### src/design/ecw_params.svh
// constants for the echo canceller write register bank
`ifndef ECW_PARAMS_SVH
`define ECW_PARAMS_SVH
`define ECW_OFF_LOCK 8'h01
`define ECW_OFF_WATCHDOG_KEY_FIRST 8'h02
`define ECW_OFF_WATCHDOG_KEY_SECOND 8'h03
`define ECW_OFF_WATCHDOG_KEY_THIRD 8'h04
`define ECW_OFF_LOOP 8'h06
`define ECW_OFF_MASK 8'h07
`define ECW_OFF_TSMON 8'h2F
`define ECW_OFF_GCFG 8'h30
`define ECW_OFF_STATUS 8'h80
`define ECW_OFF_IRQREQ 8'h81
`define ECW_OFF_MONDATA 8'h82
`define ECW_OFF_EVENTS 8'h83
`define ECW_KEY_UNLOCK 8'h95
`define ECW_KEY_WATCHDOG_KEY_FIRST 8'hAA
`define ECW_KEY_WATCHDOG_KEY_SECOND 8'h99
`define ECW_KEY_WATCHDOG_KEY_THIRD 8'h1D
`define ECW_RST_LOOP 4'h0
`define ECW_RST_MASK 7'h7F
`define ECW_RST_TSMON 7'h00
`define ECW_RST_GCFG 8'h03
`define ECW_BIT_SNAP 6
`define ECW_BIT_MREQ 5
`define ECW_SRC_WDOG 6
`define ECW_SRC_TSM 0
`define ECW_BIT_SEND_TO_RECEIVE_LOOP 3
`define ECW_BIT_RECEIVE_TO_SEND_LOOP 2
`define ECW_BIT_RBYP 1
`define ECW_BIT_SBYP 0
`define ECW_BIT_SATTEN 5
`define ECW_BIT_SATTMOD 4
`define ECW_BIT_RATTEN 3
`define ECW_BIT_RATTMOD 2
`define ECW_BIT_DYNAMIC_SUBTRACTOR 1
`define ECW_BIT_ERRINV 0
`define ECW_WDG_WINDOW_MS 2000
`define ECW_CLK_HZ 10000000
`define ECW_WDG_CYCLES ((`ECW_WDG_WINDOW_MS * (`ECW_CLK_HZ / 1000)))
`endif

### src/design/ecw_pkg.sv
// types for the echo canceller write register bank
`default_nettype none
package ecw_pkg;
    typedef enum logic [1:0] {WDG_IDLE, WDG_GOT1, WDG_GOT2} ecw_wdg_t;
endpackage : ecw_pkg
`default_nettype wire

### src/design/ecw_regs.sv
// echo canceller write-only register bank with monitor, mask, lock and watchdog
// Operation
// registers are write only; reads never return stored contents
// hold mode refreshes monitor once per request, holds data, flags valid
// hold mode poll flag clears only when a new request starts
// continuous mode updates every selected slot, interrupt only first time
// request written zero clears poll condition, stops continuous updates
// request captures slot of five-bit select, flags status and request
// unlock key 95H opens protected writes, other value locks; locked at reset
// masked source shows in status, not in request; mask resets to 7FH
// masking leaves source alone; unmask of active source raises interrupt
// each mask bit suppresses its own one of seven sources
// host writes watchdog keys AAH, 99H, 1DH in order
// host completes watchdog key sequence within two seconds
// missed or wrong watchdog sequence raises watchdog status and interrupt
// send-to-receive loop routes send output into receive input
// receive-to-send loop routes receive output into send input
// both loops set means only receive-to-send loop acts
// receive bypass passes receive input straight to receive output
// send bypass passes send input straight to send output
// send attenuation follows channel enable, level bit selects 2.5 or 6 dB
// receive attenuation follows channel enable, level bit selects 2.5 or 6 dB
// dynamic subtractor bit selects dynamic or linear subtractor
// error sign invert bit inverts error sign, clear is test only
// while locked, writes to loop and global config registers are ignored
//
// The implementer's own choice: register access over Avalon-MM.
`default_nettype none
`include "ecw_params.svh"
module ecw_regs
    import ecw_pkg::*;
#(
    parameter int WDG_CYCLES = `ECW_WDG_CYCLES
) (
    input wire logic mclk,
    input wire logic sys_rst,
    input wire logic [7:0] avs_address,
    input wire logic avs_read,
    input wire logic avs_write,
    input wire logic [31:0] avs_writedata,
    output logic [31:0] avs_readdata,
    output logic avs_waitrequest,
    input wire logic slot_strobe,
    input wire logic [4:0] slot_number,
    input wire logic [7:0] slot_data,
    input wire logic [5:0] src_events,
    input wire logic [7:0] send_in,
    input wire logic [7:0] send_proc,
    input wire logic [7:0] receive_in,
    input wire logic [7:0] receive_proc,
    input wire logic chan_ec_enable,
    output logic [7:0] send_out,
    output logic [7:0] receive_out,
    output logic send_path_feed_sel,
    output logic receive_path_feed_sel,
    output logic send_atten_active,
    output logic send_atten_level,
    output logic receive_atten_active,
    output logic receive_atten_level,
    output logic dynamic_subtractor,
    output logic error_sign_invert,
    output logic irq_out
);
    logic unlocked_r;
    logic [3:0] loop_bypass_control_r;
    logic [6:0] interrupt_source_mask_r;
    logic [6:0] timeslot_monitor_control_r;
    logic [7:0] global_output_config_r;
    logic [7:0] monitor_data_r;
    logic monitor_poll_flag_r;
    logic monitor_done_r;
    logic [6:0] status_r;
    logic [6:0] interrupt_request_reg_r;
    logic [6:0] src_now;
    logic [6:0] irq_nxt;
    logic [6:0] mask_nxt;
    logic wdog_fault_r;
    ecw_wdg_t wdg_state_r;
    logic [31:0] wdg_cnt_r;
    logic ack_r;
    logic wr_go;
    logic rd_go;
    logic capture;
    logic mreq_wr;
    logic mreq_clr;
    logic [7:0] wdat;

    function automatic logic hit(input logic [7:0] a, input logic [7:0] off);
        hit = (a == off);
    endfunction : hit

    // one wait cycle per access keeps every answer registered
    assign wr_go = avs_write && ack_r;
    assign rd_go = avs_read && ack_r;
    assign wdat = avs_writedata[7:0];
    assign mreq_wr = wr_go && hit(avs_address, `ECW_OFF_TSMON);
    assign mreq_clr = mreq_wr && !wdat[`ECW_BIT_MREQ];

    always_ff @(posedge mclk) begin
        if (sys_rst) begin
            ack_r <= 1'b0;
        end else begin
            ack_r <= (avs_read || avs_write) && !ack_r;
        end
    end

    always_ff @(posedge mclk) begin
        if (sys_rst) begin
            avs_waitrequest <= 1'b1;
        end else begin
            avs_waitrequest <= !((avs_read || avs_write) && !ack_r);
        end
    end

    // write only readback
    always_ff @(posedge mclk) begin
        if (sys_rst) begin
            avs_readdata <= 32'h00000000;
        end else if (avs_read && !ack_r) begin
            if (hit(avs_address, `ECW_OFF_STATUS)) begin
                avs_readdata <= {25'h0000000, status_r};
            end else if (hit(avs_address, `ECW_OFF_IRQREQ)) begin
                avs_readdata <= {25'h0000000, interrupt_request_reg_r};
            end else if (hit(avs_address, `ECW_OFF_MONDATA)) begin
                avs_readdata <= {23'h000000, monitor_poll_flag_r, monitor_data_r};
            end else begin
                avs_readdata <= 32'h00000000;
            end
        end
    end

    // unlock key handling
    always_ff @(posedge mclk) begin
        if (sys_rst) begin
            unlocked_r <= 1'b0;
        end else if (wr_go && hit(avs_address, `ECW_OFF_LOCK)) begin
            unlocked_r <= (wdat == `ECW_KEY_UNLOCK);
        end
    end

    // protected writes gated
    always_ff @(posedge mclk) begin
        if (sys_rst) begin
            loop_bypass_control_r <= `ECW_RST_LOOP;
        end else if (wr_go && unlocked_r && hit(avs_address, `ECW_OFF_LOOP)) begin
            loop_bypass_control_r <= wdat[3:0];
        end
    end

    // protected writes gated
    always_ff @(posedge mclk) begin
        if (sys_rst) begin
            global_output_config_r <= `ECW_RST_GCFG;
        end else if (wr_go && unlocked_r && hit(avs_address, `ECW_OFF_GCFG)) begin
            global_output_config_r <= wdat;
        end
    end

    // mask reset value
    always_ff @(posedge mclk) begin
        if (sys_rst) begin
            interrupt_source_mask_r <= `ECW_RST_MASK;
        end else if (wr_go && hit(avs_address, `ECW_OFF_MASK)) begin
            interrupt_source_mask_r <= wdat[6:0];
        end
    end

    always_ff @(posedge mclk) begin
        if (sys_rst) begin
            timeslot_monitor_control_r <= `ECW_RST_TSMON;
        end else if (mreq_wr) begin
            timeslot_monitor_control_r <= wdat[6:0];
        end
    end

    // capture selected slot; R2/R4 hold versus continuous
    assign capture = slot_strobe && timeslot_monitor_control_r[`ECW_BIT_MREQ] && !mreq_wr
        && (slot_number == timeslot_monitor_control_r[4:0])
        && !(timeslot_monitor_control_r[`ECW_BIT_SNAP] && monitor_done_r);

    always_ff @(posedge mclk) begin
        if (sys_rst) begin
            monitor_data_r <= 8'h00;
        end else if (capture) begin
            monitor_data_r <= slot_data;
        end
    end

    // one capture per request in hold mode
    always_ff @(posedge mclk) begin
        if (sys_rst) begin
            monitor_done_r <= 1'b0;
        end else if (mreq_wr) begin
            monitor_done_r <= 1'b0;
        end else if (capture) begin
            monitor_done_r <= 1'b1;
        end
    end

    // poll flag cleared by new request; R5: cleared by zero write; set wins
    always_ff @(posedge mclk) begin
        if (sys_rst) begin
            monitor_poll_flag_r <= 1'b0;
        end else if (capture && !monitor_done_r) begin
            monitor_poll_flag_r <= 1'b1;
        end else if (mreq_wr) begin
            monitor_poll_flag_r <= 1'b0;
        end
    end

    // watchdog key sequence and window
    always_ff @(posedge mclk) begin
        if (sys_rst) begin
            wdg_state_r <= WDG_IDLE;
        end else if (wr_go && hit(avs_address, `ECW_OFF_WATCHDOG_KEY_FIRST)) begin
            wdg_state_r <= (wdat == `ECW_KEY_WATCHDOG_KEY_FIRST) ? WDG_GOT1 : WDG_IDLE;
        end else if (wr_go && hit(avs_address, `ECW_OFF_WATCHDOG_KEY_SECOND)) begin
            wdg_state_r <= (wdg_state_r == WDG_GOT1 && wdat == `ECW_KEY_WATCHDOG_KEY_SECOND) ? WDG_GOT2 : WDG_IDLE;
        end else if (wr_go && hit(avs_address, `ECW_OFF_WATCHDOG_KEY_THIRD)) begin
            wdg_state_r <= WDG_IDLE;
        end
    end

    always_ff @(posedge mclk) begin
        if (sys_rst) begin
            wdg_cnt_r <= 32'h00000000;
        end else if (wr_go && hit(avs_address, `ECW_OFF_WATCHDOG_KEY_THIRD) && wdg_state_r == WDG_GOT2
                && wdat == `ECW_KEY_WATCHDOG_KEY_THIRD) begin
            wdg_cnt_r <= 32'h00000000;
        end else if (wdg_cnt_r < WDG_CYCLES[31:0]) begin
            wdg_cnt_r <= wdg_cnt_r + 32'h00000001;
        end
    end

    // pulse once when the window runs out; a wrong key simply fails to restart it
    always_ff @(posedge mclk) begin
        if (sys_rst) begin
            wdog_fault_r <= 1'b0;
        end else begin
            wdog_fault_r <= (wdg_cnt_r == WDG_CYCLES[31:0] - 32'h00000001);
        end
    end

    assign src_now = {wdog_fault_r, src_events[4:0], 1'b0};

    // status holds conditions regardless of mask; set wins over clear
    always_ff @(posedge mclk) begin
        if (sys_rst) begin
            status_r <= 7'h00;
        end else begin
            status_r[6:1] <= src_now[6:1] | (status_r[6:1] & ~(wr_go && hit(avs_address, `ECW_OFF_EVENTS)
                ? wdat[6:1] : 6'h00));
            status_r[`ECW_SRC_TSM] <= monitor_poll_flag_r;
        end
    end

    // unmasked active status reasserts request; R10: per-source mask
    // a mask write acts on the request in its own cycle, so a masked source never lingers there
    always_comb begin
        mask_nxt = (wr_go && hit(avs_address, `ECW_OFF_MASK)) ? wdat[6:0] : interrupt_source_mask_r;
        irq_nxt = status_r & ~mask_nxt;
    end

    always_ff @(posedge mclk) begin
        if (sys_rst) begin
            interrupt_request_reg_r <= 7'h00;
        end else begin
            interrupt_request_reg_r <= irq_nxt;
        end
    end

    always_ff @(posedge mclk) begin
        if (sys_rst) begin
            irq_out <= 1'b0;
        end else begin
            irq_out <= |irq_nxt;
        end
    end

    // receive-to-send loop wins; R14, R15 feed selects
    always_ff @(posedge mclk) begin
        if (sys_rst) begin
            send_path_feed_sel <= 1'b0;
            receive_path_feed_sel <= 1'b0;
        end else begin
            send_path_feed_sel <= loop_bypass_control_r[`ECW_BIT_RECEIVE_TO_SEND_LOOP];
            receive_path_feed_sel <= loop_bypass_control_r[`ECW_BIT_SEND_TO_RECEIVE_LOOP]
                && !loop_bypass_control_r[`ECW_BIT_RECEIVE_TO_SEND_LOOP];
        end
    end

    // path bypass muxes
    always_ff @(posedge mclk) begin
        if (sys_rst) begin
            send_out <= 8'h00;
            receive_out <= 8'h00;
        end else begin
            send_out <= loop_bypass_control_r[`ECW_BIT_SBYP] ? send_in : send_proc;
            receive_out <= loop_bypass_control_r[`ECW_BIT_RBYP] ? receive_in : receive_proc;
        end
    end

    // attenuation follows channel enable
    always_ff @(posedge mclk) begin
        if (sys_rst) begin
            send_atten_active <= 1'b0;
            send_atten_level <= 1'b0;
            receive_atten_active <= 1'b0;
            receive_atten_level <= 1'b0;
        end else begin
            send_atten_active <= global_output_config_r[`ECW_BIT_SATTEN] && chan_ec_enable;
            send_atten_level <= global_output_config_r[`ECW_BIT_SATTMOD];
            receive_atten_active <= global_output_config_r[`ECW_BIT_RATTEN] && chan_ec_enable;
            receive_atten_level <= global_output_config_r[`ECW_BIT_RATTMOD];
        end
    end

    // subtractor and error sign
    always_ff @(posedge mclk) begin
        if (sys_rst) begin
            dynamic_subtractor <= 1'b1;
            error_sign_invert <= 1'b1;
        end else begin
            dynamic_subtractor <= global_output_config_r[`ECW_BIT_DYNAMIC_SUBTRACTOR];
            error_sign_invert <= global_output_config_r[`ECW_BIT_ERRINV];
        end
    end

    // locked loop writes do nothing
    AST_LOCK_BLOCKS: assert property (@(posedge mclk) disable iff (sys_rst)
        (wr_go && !unlocked_r && hit(avs_address, `ECW_OFF_LOOP)) |=> $stable(loop_bypass_control_r))
        else $error("loop register changed while locked");
    // locked config write ignored
    AST_GCFG_LOCKED: assert property (@(posedge mclk) disable iff (sys_rst)
        (wr_go && !unlocked_r && hit(avs_address, `ECW_OFF_GCFG)) |=> $stable(global_output_config_r))
        else $error("config register changed while locked");
    // other key relocks
    AST_WRONG_KEY_LOCKS: assert property (@(posedge mclk) disable iff (sys_rst)
        (wr_go && hit(avs_address, `ECW_OFF_LOCK) && wdat != `ECW_KEY_UNLOCK) |=> !unlocked_r)
        else $error("wrong key left writes unlocked");
    // masked source never requests
    AST_MASK_SUPPRESS: assert property (@(posedge mclk) disable iff (sys_rst)
        (interrupt_request_reg_r & interrupt_source_mask_r) == 7'h00)
        else $error("masked source in request register");
    // unmask of active source 1 raises request
    AST_UNMASK_REASSERT: assert property (@(posedge mclk) disable iff (sys_rst)
        (status_r[1] && !mask_nxt[1]) |=> interrupt_request_reg_r[1])
        else $error("active unmasked source not requested");
    // both loops
    AST_LOOP_PRIORITY: assert property (@(posedge mclk) disable iff (sys_rst)
        !(send_path_feed_sel && receive_path_feed_sel))
        else $error("both loops active");
    // hold mode captures once
    AST_HOLD_ONCE: assert property (@(posedge mclk) disable iff (sys_rst)
        (timeslot_monitor_control_r[`ECW_BIT_SNAP] && monitor_done_r && !mreq_wr) |=> $stable(monitor_data_r))
        else $error("hold mode data overwritten");
    // zero request clears poll
    AST_MREQ_CLEAR: assert property (@(posedge mclk) disable iff (sys_rst)
        (mreq_clr && !capture) |=> !monitor_poll_flag_r ##1 !status_r[`ECW_SRC_TSM])
        else $error("poll flag not cleared");
    // capture flags status within two cycles
    AST_CAPTURE_FLAG: assert property (@(posedge mclk) disable iff (sys_rst)
        capture |=> monitor_poll_flag_r ##1 status_r[`ECW_SRC_TSM])
        else $error("capture not flagged");
    // stored config never read back
    AST_WRITE_ONLY: assert property (@(posedge mclk) disable iff (sys_rst)
        (rd_go && hit(avs_address, `ECW_OFF_GCFG)) |-> avs_readdata == 32'h00000000)
        else $error("write only register read back");
    // expired window flags watchdog status
    AST_WDOG_FLAG: assert property (@(posedge mclk) disable iff (sys_rst)
        wdog_fault_r |=> status_r[`ECW_SRC_WDOG])
        else $error("watchdog status not set");
    // full key sequence restarts window
    AST_WDOG_RESTART: assert property (@(posedge mclk) disable iff (sys_rst)
        (wr_go && hit(avs_address, `ECW_OFF_WATCHDOG_KEY_THIRD) && wdg_state_r == WDG_GOT2 && wdat == `ECW_KEY_WATCHDOG_KEY_THIRD)
        |=> wdg_cnt_r == 32'h00000000)
        else $error("watchdog window not restarted");
endmodule : ecw_regs
`default_nettype wire

### config.mk
export PLATFORM = sky130hd
export DESIGN_NAME = ecw_regs
export DESIGN_NICKNAME = d
export VERILOG_FILES = /design/src/design/ecw_pkg.sv /design/src/design/ecw_regs.sv
export VERILOG_INCLUDE_DIRS = /design/src /design/src/design
export SDC_FILE = /design/constraint.sdc
export NUM_CORES = 1
export LEC_CHECK = 0
export ABC_CLOCK_PERIOD_IN_PS = 2700
export BUFFER_PORTS_ARGS = -buffer_cell sky130_fd_sc_hd__buf_2
export CAP_MARGIN = 0
export CORE_AREA = 2 2 146 148
export CTS_BUF_LIST = sky130_fd_sc_hd__clkbuf_8
export CTS_CLUSTER_SIZE = 16
export DETAILED_ROUTE_END_ITERATION = 6
export DIE_AREA = 0 0 148 150
export PLACE_DENSITY = 0.51
export SLEW_MARGIN = 25
export SYNTH_ARGS = -nofsm -noshare
export SYNTH_HDL_FRONTEND = slang
export SYNTH_SLANG_ARGS = --single-unit
### constraint.sdc
create_clock -name mclk -period 2.7 [get_ports mclk]
set_input_delay 0.27 -clock mclk [delete_from_list [all_inputs] [get_ports mclk]]
set_output_delay 0.27 -clock mclk [all_outputs]
set_load 0.02 [all_outputs]
==> impl_summary.log, run 1 <==
INFO  metric setup_violations = 0
INFO  metric postPlaceCellArea = between 0.005 and 0.006 mm²
INFO  metric vias = 4,076
INFO  metric die_x = between 100 and 150 µm
INFO  metric cts_bufs_inserted = 17
INFO  metric max-vdd-ir-drop = 0.000270 V
INFO  metric rows = 53
INFO  metric drtAntennaViolNets = 0
INFO  metric cp_data_required_time = 3.07 ns
INFO  metric grt_start_max_net_pins = 37
INFO  metric r2r_end = wdg_cnt_r[15]
INFO  metric final_cell_mix = 120 x sky130_fd_sc_hd__dfxtp_1, 106 x sky130_fd_sc_hd__buf_2, 76 x sky130_fd_sc_hd__nor2_1
INFO  metric worst_skew_pair.late_latency = 0.44 ns
INFO  metric grt_pass1_wl = between 15,000 and 20,000 µm
INFO  metric synth.ff_latch_count = 120
INFO  metric timing_worst_setup_path_type = register to register
INFO  metric cp_num_buf_inv = 1
INFO  metric crit_path_start_kind = register
INFO  metric ys.warnings.count = 0
INFO  metric setup_tns_final = 0 ns
INFO  metric cts.htree.levels = 4
INFO  metric netSwitchingPower = 0.946 mW
INFO  metric tritoncts = done
INFO  metric p_seq_share = just over 50%
INFO  metric n_antenna_cell = 0
INFO  metric library_cell_contributing_the_largest_single_delay_on_the_critical_path = sky130_fd_sc_hd__or3_1
INFO  metric distinct_cell_type_count_after_synthesis = 52
INFO  metric antenna_found_initial = 1
INFO  metric mostFrequentLayoutCell = sky130_fd_sc_hd__dfxtp_1
INFO  metric wire_per_inst = approximately 14 µm
INFO  metric drt_iter0_markers = a little over 200
INFO  metric fin_nets = about 760
INFO  metric reg_to_reg_critical_path_startpoint = wdg_cnt_r[17]
INFO  metric switching_part_of_the_total_power = between 20% and 30%
INFO  metric ctsResizeCount = 0
INFO  metric timing.max_cap.violations = 0
INFO  metric timing.reg2reg.worst_path_depth = 6
INFO  metric clock_path_buffers = 2
INFO  metric core_region_area = ~0.021 mm²
INFO  metric worstMarginPinSlew = slightly above 0.7 ns
INFO  metric critical_path_arrival = about 2.8 ns
INFO  metric die_h = about 150 µm
INFO  metric wl = between 10,000 and 15,000 µm
INFO  metric floorplan.initialDensity = around 25%
INFO  metric floorplan.die_area = approximately 0.022 mm²
INFO  metric run_status = complete, no violations
INFO  metric final-max-slew-violation-count = 0
INFO  metric p_clk_share = about two fifths
INFO  metric top_level_ports = approximately 160
INFO  metric crit_chain = o311a_1 -> o31a_4 -> or3_1 -> buf_4 -> or4_1 -> a21oi_1
INFO  metric grt_overflow = 0
INFO  metric hpwl = about 9300 µm
INFO  metric io_buffer_count = ~110
INFO  metric synth.cell_area = between 0.005 and 0.006 mm²
INFO  metric first_pass_iters = 7
INFO  metric clkTransAtPathRegs = approximately 0.08 ns
INFO  metric max_stage_delay = approximately 0.53 ns
INFO  metric ys_top_cells_by_area = sky130_fd_sc_hd__dfxtp_1 47%, sky130_fd_sc_hd__mux2i_1 9.9%, sky130_fd_sc_hd__nor2_1 5.6%
INFO  metric ys_dominant_reg_cell = sky130_fd_sc_hd__dfxtp_1
INFO  metric min_to = monitor_data_r[0]
INFO  metric p_total = about 3.6 mW
INFO  metric final_min_period_over_clock_period = 89.7%
INFO  metric clock_root_buffer = sky130_fd_sc_hd__clkbuf_8
INFO  metric path_delay_family = simple AND/OR/NAND/NOR gates
INFO  metric cts.sink_count = 120
INFO  metric dp_slack = ~0.29 ns
INFO  metric synth_top_area_share = a little under half
INFO  metric drt-vias-per-instance = between 4 and 5
INFO  metric timing.hold.worst_path_depth = 3
INFO  metric final_hold_violation_count = 0
INFO  metric timing.fmax = ~410 MHz
INFO  metric clock-skew-final = roughly 0.014 ns
INFO  metric post_synth_inst_count = 545
INFO  metric period_minus_slack = ~2.4 ns
INFO  metric fraction_of_layout_cells_with_a_size_suffix_above_1 = 24.4%
INFO  metric post_cts_setup_driven_buffer_insertion_count = 0
INFO  metric power_density = 571 mW/mm²
INFO  metric global_route.usage.total = 11.5%
INFO  metric drc = 0
INFO  metric netlist.top_cell.by_area = sky130_fd_sc_hd__dfxtp_1
INFO  metric worst_hold_launch = slot_data[0]
INFO  metric holdBufCountCts = 0
INFO  metric hold_path_class = input pin to register
INFO  metric combPwrFrac = 7.0%
INFO  metric timing.max_slew.rel_slack = about half
INFO  metric critical_path_maximum_fanout = 13
INFO  metric first_global_vias = between 3,000 and 4,000
INFO  metric cellInternalPower = between 2 and 3 mW
INFO  metric worst-r2r-setup-slack = 0.28 ns
INFO  metric grt_setup_unrepaired = false
INFO  metric setup_crit_end_kind = register
INFO  metric p_leak = ~2.6 nW
INFO  metric yosysSeqAreaShare = approximately 47%
INFO  metric place.gp.congestion = roughly 0.8
INFO  metric synth-edff-count = 0
INFO  metric synth.avg_cell_area = about 9.3 µm²
INFO  metric async_flop_share = 0%
INFO  metric filler_cell_count = 2,211
INFO  metric areaGrowthSynthToFinish = 23.0%
INFO  metric finish.instance_area = around 0.0062 mm²
INFO  metric post_route_setup_slack = 0.278 ns
[synth_stat cells, types with 2 or more instances]
cell and instances:
sky130_fd_sc_hd__dfxtp_1 120, sky130_fd_sc_hd__nor2_1 76, sky130_fd_sc_hd__mux2i_1 50, sky130_fd_sc_hd__inv_1 25, sky130_fd_sc_hd__a21oi_1 23, sky130_fd_sc_hd__buf_4 23
sky130_fd_sc_hd__clkbuf_1 23, sky130_fd_sc_hd__nand2_1 20, sky130_fd_sc_hd__o21ai_0 13, sky130_fd_sc_hd__nand2b_1 12, sky130_fd_sc_hd__nand3_1 12, sky130_fd_sc_hd__nor4_1 12
sky130_fd_sc_hd__nand4_1 10, sky130_fd_sc_hd__or4_1 10, sky130_fd_sc_hd__a211oi_1 9, sky130_fd_sc_hd__and2_1 9, sky130_fd_sc_hd__o31ai_1 9, sky130_fd_sc_hd__and3_1 8
sky130_fd_sc_hd__xnor2_1 8, sky130_fd_sc_hd__a222oi_1 7, sky130_fd_sc_hd__or3_1 7, sky130_fd_sc_hd__and4_1 5, sky130_fd_sc_hd__nor2b_1 5, sky130_fd_sc_hd__xor2_1 5
sky130_fd_sc_hd__nor3_1 4, sky130_fd_sc_hd__or3_2 4, sky130_fd_sc_hd__a22oi_1 3, sky130_fd_sc_hd__and3b_1 3, sky130_fd_sc_hd__nor4b_1 3, sky130_fd_sc_hd__or2_2 3
sky130_fd_sc_hd__a211o_1 2, sky130_fd_sc_hd__nand3b_1 2
[worst reg2reg max path, cell delays in order, from the launching register on]
cell and delay, ns:
sky130_fd_sc_hd__dfxtp_1 0.34, sky130_fd_sc_hd__o311a_1 0.36, sky130_fd_sc_hd__o31a_4 0.33, sky130_fd_sc_hd__or3_1 0.53
sky130_fd_sc_hd__buf_4 0.24, sky130_fd_sc_hd__or4_1 0.41, sky130_fd_sc_hd__a21oi_1 0.14
[registers in the layout, indices dropped and copies added (netlist names), 2 cells and up]
register,count
send_out,8
monitor_data_r,8
receive_out,8
status_r,7
interrupt_source_mask_r,7
timeslot_monitor_control_r,7
wdg_cnt_r,32
loop_bypass_control_r,4
wdg_state_r,2
global_output_config_r,6
interrupt_request_reg_r,7
avs_readdata,9
[cell families after synthesis]
family          share of synthesized area [%]
other cells                            0.0740
flops                                    47.4
buf+inv                                  7.28
xor+xnor                                 2.25
fa+ha+maj                               0.247
compound gates                           10.6
simple gates                             22.3
mux                                      9.87
[per-layer routing]
layer  wire [µm]  global-route usage (%)
met2        6120                    18.5
met1        5990                    14.8
met3         609                    3.29
met4         103                    3.86
met5          16                       0
[how the worst max path moves through the flow]
| stage | to | startpoint | cells after the start |
|---|---|---|---|
| 2_1_floorplan | wdg_cnt_r[23] | wdg_cnt_r[17] | 6 |
| 3_3_place_gp | wdg_cnt_r[9] | wdg_cnt_r[17] | 6 |
| 3_5_place_dp | wdg_cnt_r[15] | wdg_cnt_r[17] | 6 |
| 4_1_cts | wdg_cnt_r[15] | wdg_cnt_r[17] | 6 |
| 5_1_grt | wdg_cnt_r[9] | wdg_cnt_r[17] | 6 |
| 6_report | wdg_cnt_r[15] | wdg_cnt_r[17] | 6 |
[area by class of cell]
type	instances	area, µm²	area share, %
flip-flops and latches	120	2400	38.5
multi-input cells	374	2380	38.2
repair buffers	122	651	10.4
well taps	275	344	5.52
clock buffers	17	234	3.75
clock inverters	15	131	2.11
inverters	25	93.8	1.50
[power by group through the flow]
stage | clock network [mW] | registers [mW] | logic (mW)
2_1_floorplan | 0 | 1.88 | 0.136
4_1_cts | 1.55 | 1.82 | 0.255
6_report | 1.49 | 1.82 | 0.251
5_1_grt | 1.63 | 1.82 | 0.279
3_5_place_dp | 0 | 1.86 | 0.254
3_3_place_gp | 0 | 1.86 | 0.254
[stage by stage]
stage	cells	hold slack, ns	utilization (%)
after floorplan	567	0.399	-
after global placement	916	0.431	28.4
after detailed placement	916	0.428	28.4
after CTS	948	0.0313	30.1
after global routing	948	0.0407	30.1
final	948	0.0591	30.1
No activity file was read; power rests on OpenSTA's default activity.
==> inputs of run 2 (changes only) <==
Settings changed: CORE_AREA 2 2 146 148 to 2 2 101 103, DIE_AREA 0 0 148 150 to 0 0 103 105, PLACE_DENSITY 0.51 to 0.88.
==> impl_summary.log, run 2 (synthesized netlist as in run 1, its figures left out) <==
INFO  metric run_status = complete, no violations
INFO  metric setup_violations = 0
INFO  metric netSwitchingPower = just under 0.9 mW
INFO  metric final-max-slew-violation-count = 0
INFO  metric worst_skew_pair.late_latency = about 0.43 ns
INFO  metric timing.hold.worst_path_depth = 3
INFO  metric grt_pass1_wl = 19,900 µm
INFO  metric timing.fmax = about 410 MHz
INFO  metric first_global_vias = about 4,100
INFO  metric tritoncts = done
INFO  metric final_cell_mix = 120 x sky130_fd_sc_hd__dfxtp_1, 106 x sky130_fd_sc_hd__buf_2, 76 x sky130_fd_sc_hd__nor2_1
INFO  metric drt-vias-per-instance = ~5.5
INFO  metric power_density = between 600 and 700 mW/mm²
INFO  metric timing.max_cap.violations = 0
INFO  metric top_level_ports = between 150 and 200
INFO  metric io_buffer_count = between 100 and 150
INFO  metric multi_input_area = roughly 0.0024 mm²
INFO  metric layout_top_registers = wdg_cnt_r (32), avs_readdata (9)
INFO  metric crit_path_start_kind = register
INFO  metric grt_setup_unrepaired = false
INFO  metric final_hold_violation_count = 0
INFO  metric holdBufCountCts = 0
INFO  metric ctsResizeCount = 0
INFO  metric worst_hold_launch = slot_data[1]
INFO  metric fraction_of_layout_cells_with_a_size_suffix_above_1 = 23.8%
INFO  metric reg_to_reg_critical_path_startpoint = wdg_cnt_r[17]
INFO  metric setup_tns_final = 0 ns
INFO  metric die_h = roughly 110 µm
INFO  metric cts_bufs_inserted = 17
INFO  metric p_clk_share = approximately 43%
INFO  metric areaGrowthSynthToFinish = 19.3%
INFO  metric cellInternalPower = 2.75 mW
INFO  metric worst-r2r-setup-slack = around 0.28 ns
INFO  metric cts.htree.levels = 4
INFO  metric wl = ~12,000 µm
INFO  metric grt_overflow = 0
INFO  metric setup_crit_end_kind = register
INFO  metric global_route.usage.total = a little under a quarter
INFO  metric post_cts_setup_driven_buffer_insertion_count = 0
INFO  metric clock_root_buffer = sky130_fd_sc_hd__clkbuf_8
INFO  metric drt_iter0_markers = ~300
INFO  metric library_cell_contributing_the_largest_single_delay_on_the_critical_path = sky130_fd_sc_hd__or3_1
INFO  metric clock_path_buffers = 2
INFO  metric antenna_found_initial = 0
INFO  metric p_seq_share = between 50% and 60%
INFO  metric die_x = around 100 µm
INFO  metric combPwrFrac = 7.0%
INFO  metric hold_path_class = input pin to register
INFO  metric mostFrequentLayoutCell = sky130_fd_sc_hd__dfxtp_1
INFO  metric register_area = around 0.0024 mm²
INFO  metric rows = 36
INFO  metric largest_reg_flops = 32
INFO  metric drc = 0
INFO  metric timing.reg2reg.worst_path_depth = 6
INFO  metric crit_chain = o311a_1 -> o31a_4 -> or3_1 -> buf_4 -> or3_2 -> a21oi_1
INFO  metric path_delay_family = simple AND/OR/NAND/NOR gates
INFO  metric core_region_area = about 0.0096 mm²
INFO  metric critical_path_maximum_fanout = 10
INFO  metric worstMarginPinSlew = ~0.74 ns
INFO  metric clkTransAtPathRegs = around 0.070 ns
INFO  metric first_pass_iters = 5
INFO  metric final_min_period_over_clock_period = between 80% and 90%
INFO  metric grt_start_max_net_pins = 55
INFO  metric clock-skew-final = roughly 0.0090 ns
INFO  metric p_leak = around 2.6 nW
INFO  metric min_to = monitor_data_r[1]
INFO  metric n_antenna_cell = 0
INFO  metric period_minus_slack = around 2.4 ns
INFO  metric floorplan.initialDensity = a little over half
INFO  metric max-vdd-ir-drop = roughly 0.00024 V
INFO  metric max_stage_delay = approximately 0.52 ns
INFO  metric switching_part_of_the_total_power = around 25%
INFO  metric hpwl = 9040 µm
INFO  metric place.gp.congestion = ~0.93
INFO  metric cp_num_buf_inv = 1
INFO  metric drtAntennaViolNets = 0
INFO  metric vias = 4,380
INFO  metric cp_data_required_time = roughly 3.1 ns
INFO  metric floorplan.die_area = ~0.011 mm²
INFO  metric p_total = about 3.6 mW
INFO  metric r2r_end = wdg_cnt_r[17]
INFO  metric cts.sink_count = 120
INFO  metric timing.max_slew.rel_slack = 50.3%
INFO  metric regMostFlops = wdg_cnt_r
INFO  metric wire_per_inst = 15.6 µm
INFO  metric timing_worst_setup_path_type = register to register
INFO  metric critical_path_arrival = approximately 2.8 ns
INFO  metric fin_nets = approximately 750
INFO  metric filler_cell_count = 799
-- run 2: per-stage QoR --
step	setup WS [ns]	hold WS, ns	cell area [µm²]	utilization (%)	cells
after floorplan	0.364	0.399	5150	-	567
after global placement	0.360	0.415	5660	58.7	769
after detailed placement	0.324	0.430	5660	58.7	769
after CTS	0.291	0.0584	6050	62.7	801
after global routing	0.179	0.0540	6050	62.7	801
final	0.283	0.0660	6050	62.7	801
-- run 2: routing by layer --
layer	part of all wire (%)	GRT usage (%)
met5	0	0
met2	52	39.6
met1	40	27.6
met3	5.9	6.35
met4	2.4	9.12
-- run 2: cell type report --
type                       count  area share (%)
clock buffer                  19            4.32
multi-input combinational    374            39.4
timing repair buffer         117            10.1
tap                          133            2.75
inverter                      25            1.55
clock inverter                13            2.13
sequential                   120            39.7
-- run 2: worst reg2reg max path, stage by stage, from the launching register on --
cell	delay, ns
sky130_fd_sc_hd__dfxtp_1	0.34
sky130_fd_sc_hd__o311a_1	0.36
sky130_fd_sc_hd__o31a_4	0.33
sky130_fd_sc_hd__or3_1	0.52
sky130_fd_sc_hd__buf_4	0.22
sky130_fd_sc_hd__or3_2	0.44
sky130_fd_sc_hd__a21oi_1	0.14
-- run 2: worst max-delay path by stage --
stage                   from            end  slack, ns  depth (start not counted)
2_1_floorplan  wdg_cnt_r[17]  wdg_cnt_r[23]       0.36                          6
3_3_place_gp   wdg_cnt_r[17]  wdg_cnt_r[17]       0.36                          6
6_report       wdg_cnt_r[17]  wdg_cnt_r[17]       0.28                          6
5_1_grt        wdg_cnt_r[17]  wdg_cnt_r[18]       0.18                          6
4_1_cts        wdg_cnt_r[17]  wdg_cnt_r[17]       0.29                          6
3_5_place_dp   wdg_cnt_r[17]  wdg_cnt_r[17]       0.32                          6
-- run 2: power by group through the flow --
stage / clock [mW] / sequential (mW) / combinational [mW]
floorplan: 0 / 1.88 / 0.136
global placement: 0 / 1.86 / 0.244
detailed placement: 0 / 1.86 / 0.251
CTS: 1.58 / 1.82 / 0.253
global route: 1.67 / 1.82 / 0.276
finish: 1.57 / 1.82 / 0.255
==> inputs of run 3 (changes only) <==
Settings changed: PLACE_DENSITY 0.88 to 0.85.
==> impl_summary.log, run 3 (synthesized netlist as in run 1, its figures left out) <==
INFO  metric grt_setup_unrepaired = false
INFO  metric core_region_area = roughly 0.0096 mm²
INFO  metric drt-vias-per-instance = 5.51
INFO  metric vias = ~4,400
INFO  metric final_hold_violation_count = 0
INFO  metric timing.reg2reg.worst_path_depth = 5
INFO  metric worst_skew_pair.late_latency = approximately 0.42 ns
INFO  metric numPlacedInstances = approximately 770
INFO  metric critical_path_arrival = around 2.9 ns
INFO  metric areaGrowthSynthToFinish = 19.1%
INFO  metric fraction_of_layout_cells_with_a_size_suffix_above_1 = a little under a quarter
INFO  metric r2r_end = wdg_cnt_r[10]
INFO  metric postPlaceCellArea = around 0.0056 mm²
INFO  metric setup_violations = 0
INFO  metric clock-skew-final = 0.0145 ns
INFO  metric top_level_ports = 155
INFO  metric final-max-slew-violation-count = 0
INFO  metric place.gp.congestion = between 0.9 and 1
INFO  metric reg_to_reg_critical_path_startpoint = wdg_cnt_r[17]
INFO  metric fin_nets = between 700 and 800
INFO  metric worstSetupStartpoint = wdg_cnt_r[17]
INFO  metric run_status = complete, but fails checks
INFO  metric worst-path-stages = 5
INFO  metric timing.max_cap.violations = 0
INFO  metric dp_slack = 0.237 ns
INFO  metric timing_worst_setup_path_type = register to register
INFO  metric worst-r2r-setup-slack = between 0.2 and 0.25 ns
INFO  metric path_delay_family = simple AND/OR/NAND/NOR gates
INFO  metric layout_top_registers = wdg_cnt_r (32), avs_readdata (9)
INFO  metric mostFrequentLayoutCell = sky130_fd_sc_hd__dfxtp_1
INFO  metric power_density = slightly above 600 mW/mm²
INFO  metric multi_input_area = 0.00238 mm²
INFO  metric finish.instance_area = 0.00604 mm²
INFO  metric worstMarginPinSlew = 0.726 ns
INFO  metric fin_hold_ws = between 0.07 and 0.08 ns
INFO  metric first_global_vias = around 4,200
INFO  metric worst_hold_launch = slot_data[6]
INFO  metric setup_crit_end_kind = register
INFO  metric critical_path_maximum_fanout = 20
INFO  metric final_min_period_over_clock_period = 92.3%
INFO  metric rows = 36
INFO  metric grt_pass1_wl = around 20,000 µm
INFO  metric hold_path_class = input pin to register
INFO  metric global_route.usage.total = a little under a quarter
INFO  metric period_minus_slack = around 2.5 ns
INFO  metric cp_data_required_time = roughly 3.1 ns
INFO  metric die_h = between 100 and 150 µm
INFO  metric drtAntennaViolNets = 0
INFO  metric tritoncts = done
INFO  metric max-vdd-ir-drop = 0.000409 V
INFO  metric antenna_found_initial = 0
INFO  metric utilization = between 60% and 70%
INFO  metric final_cell_mix = 120 x sky130_fd_sc_hd__dfxtp_1, 106 x sky130_fd_sc_hd__buf_2, 76 x sky130_fd_sc_hd__nor2_1
INFO  metric register_area = between 0.002 and 0.0025 mm²
INFO  metric floorplan.initialDensity = 52.6%
INFO  metric drt_iter0_markers = ~270
INFO  metric regMostFlops = wdg_cnt_r
INFO  metric cp_num_buf_inv = 0
INFO  metric io_buffer_count = approximately 110
INFO  metric largest_reg_flops = 32
INFO  metric library_cell_contributing_the_largest_single_delay_on_the_critical_path = sky130_fd_sc_hd__or3_1
INFO  metric die_x = around 100 µm
INFO  metric violations = design-rule violations
INFO  metric setup.worst_path.end = wdg_cnt_r[10]
INFO  metric wire_per_inst = between 15 and 20 µm
INFO  metric clock_path_buffers = 2
INFO  metric cts_bufs_inserted = 17
INFO  metric wl = roughly 12,000 µm
INFO  metric timing.max_slew.rel_slack = between 50% and 60%
INFO  metric filler_cell_count = approximately 820
INFO  metric max_stage_delay = between 0.6 and 0.7 ns
INFO  metric timing.fmax = 401 MHz
INFO  metric p_total = between 3 and 4 mW
INFO  metric clock_root_buffer = sky130_fd_sc_hd__clkbuf_8
INFO  metric final_cells = ~800
INFO  metric clkTransAtPathRegs = roughly 0.080 ns
INFO  metric crit_chain = o311a_1 -> o31a_4 -> or3_1 -> or4_1 -> a21oi_1
INFO  metric p_leak = about 2.6 nW
INFO  metric post_cts_setup_driven_buffer_insertion_count = 0
INFO  metric grt_overflow = 0
INFO  metric crit_path_start_kind = register
INFO  metric grt_start_max_net_pins = 44
INFO  metric hpwl = around 8700 µm
INFO  metric post_route_setup_slack = 0.207 ns
INFO  metric floorplan.die_area = about 0.011 mm²
INFO  metric drc = 2
INFO  metric cts.sink_count = 120
INFO  metric first_pass_iters = 7
INFO  metric holdBufCountCts = 0
INFO  metric setup_tns_final = 0 ns
INFO  metric cts.htree.levels = 4
INFO  metric n_antenna_cell = 0
INFO  metric ctsResizeCount = 0
==> run 3: cell types whose count changed in the layout (fill, tap and decap cells not counted) <==
cell                         previous run  this run
sky130_fd_sc_hd__clkinv_2               5         1
sky130_fd_sc_hd__clkinvlp_4             3         2
sky130_fd_sc_hd__inv_1                 26        25
sky130_fd_sc_hd__inv_8                  0         2
sky130_fd_sc_hd__clkinv_4               1         3
sky130_fd_sc_hd__clkbuf_8              19        18
sky130_fd_sc_hd__buf_4                 11         7
sky130_fd_sc_hd__inv_6                  1         4
==> run 3: worst min-delay path by stage <==
stage	endpoint	slack, ns	depth (start not counted)
finish	monitor_data_r[6]	0.08	3
global route	monitor_data_r[5]	0.06	3
CTS	monitor_data_r[5]	0.06	3
detailed placement	status_r[6]	0.42	2
global placement	status_r[6]	0.42	2
floorplan	status_r[1]	0.40	2
==> run 3: worst reg2reg max path, cell delays in order, from the launching register on <==
cell and delay, ns:
sky130_fd_sc_hd__dfxtp_1 0.35, sky130_fd_sc_hd__o311a_1 0.38, sky130_fd_sc_hd__o31a_4 0.33, sky130_fd_sc_hd__or3_1 0.65
sky130_fd_sc_hd__or4_1 0.59, sky130_fd_sc_hd__a21oi_1 0.14
==> run 3: layout make-up <==
cell class	instances	share of cell area, %
clock inverters	14	2.71
clock buffers	18	4.10
repair buffers	113	9.66
flip-flops and latches	120	39.8
inverters	25	1.55
multi-input cells	374	39.4
well taps	133	2.76
==> run 3: report_power, final <==
part | switching (mW) | internal (mW) | total (mW)
clock | 0.788 | 0.871 | 1.66
sequential | 0.0196 | 1.80 | 1.82
combinational | 0.164 | 0.0886 | 0.252
total | 0.972 | 2.76 | 3.73
==> run 3: layer usage <==
layer | share of wire, % | vias to the layer above | track usage, %
li1 | - | 2105 | -
met1 | 40 | 2081 | 27.1
met2 | 51 | 173 | 37.4
met3 | 5.8 | 30 | 5.62
met4 | 2.5 | 0 | 11.1
met5 | 0 | - | 0
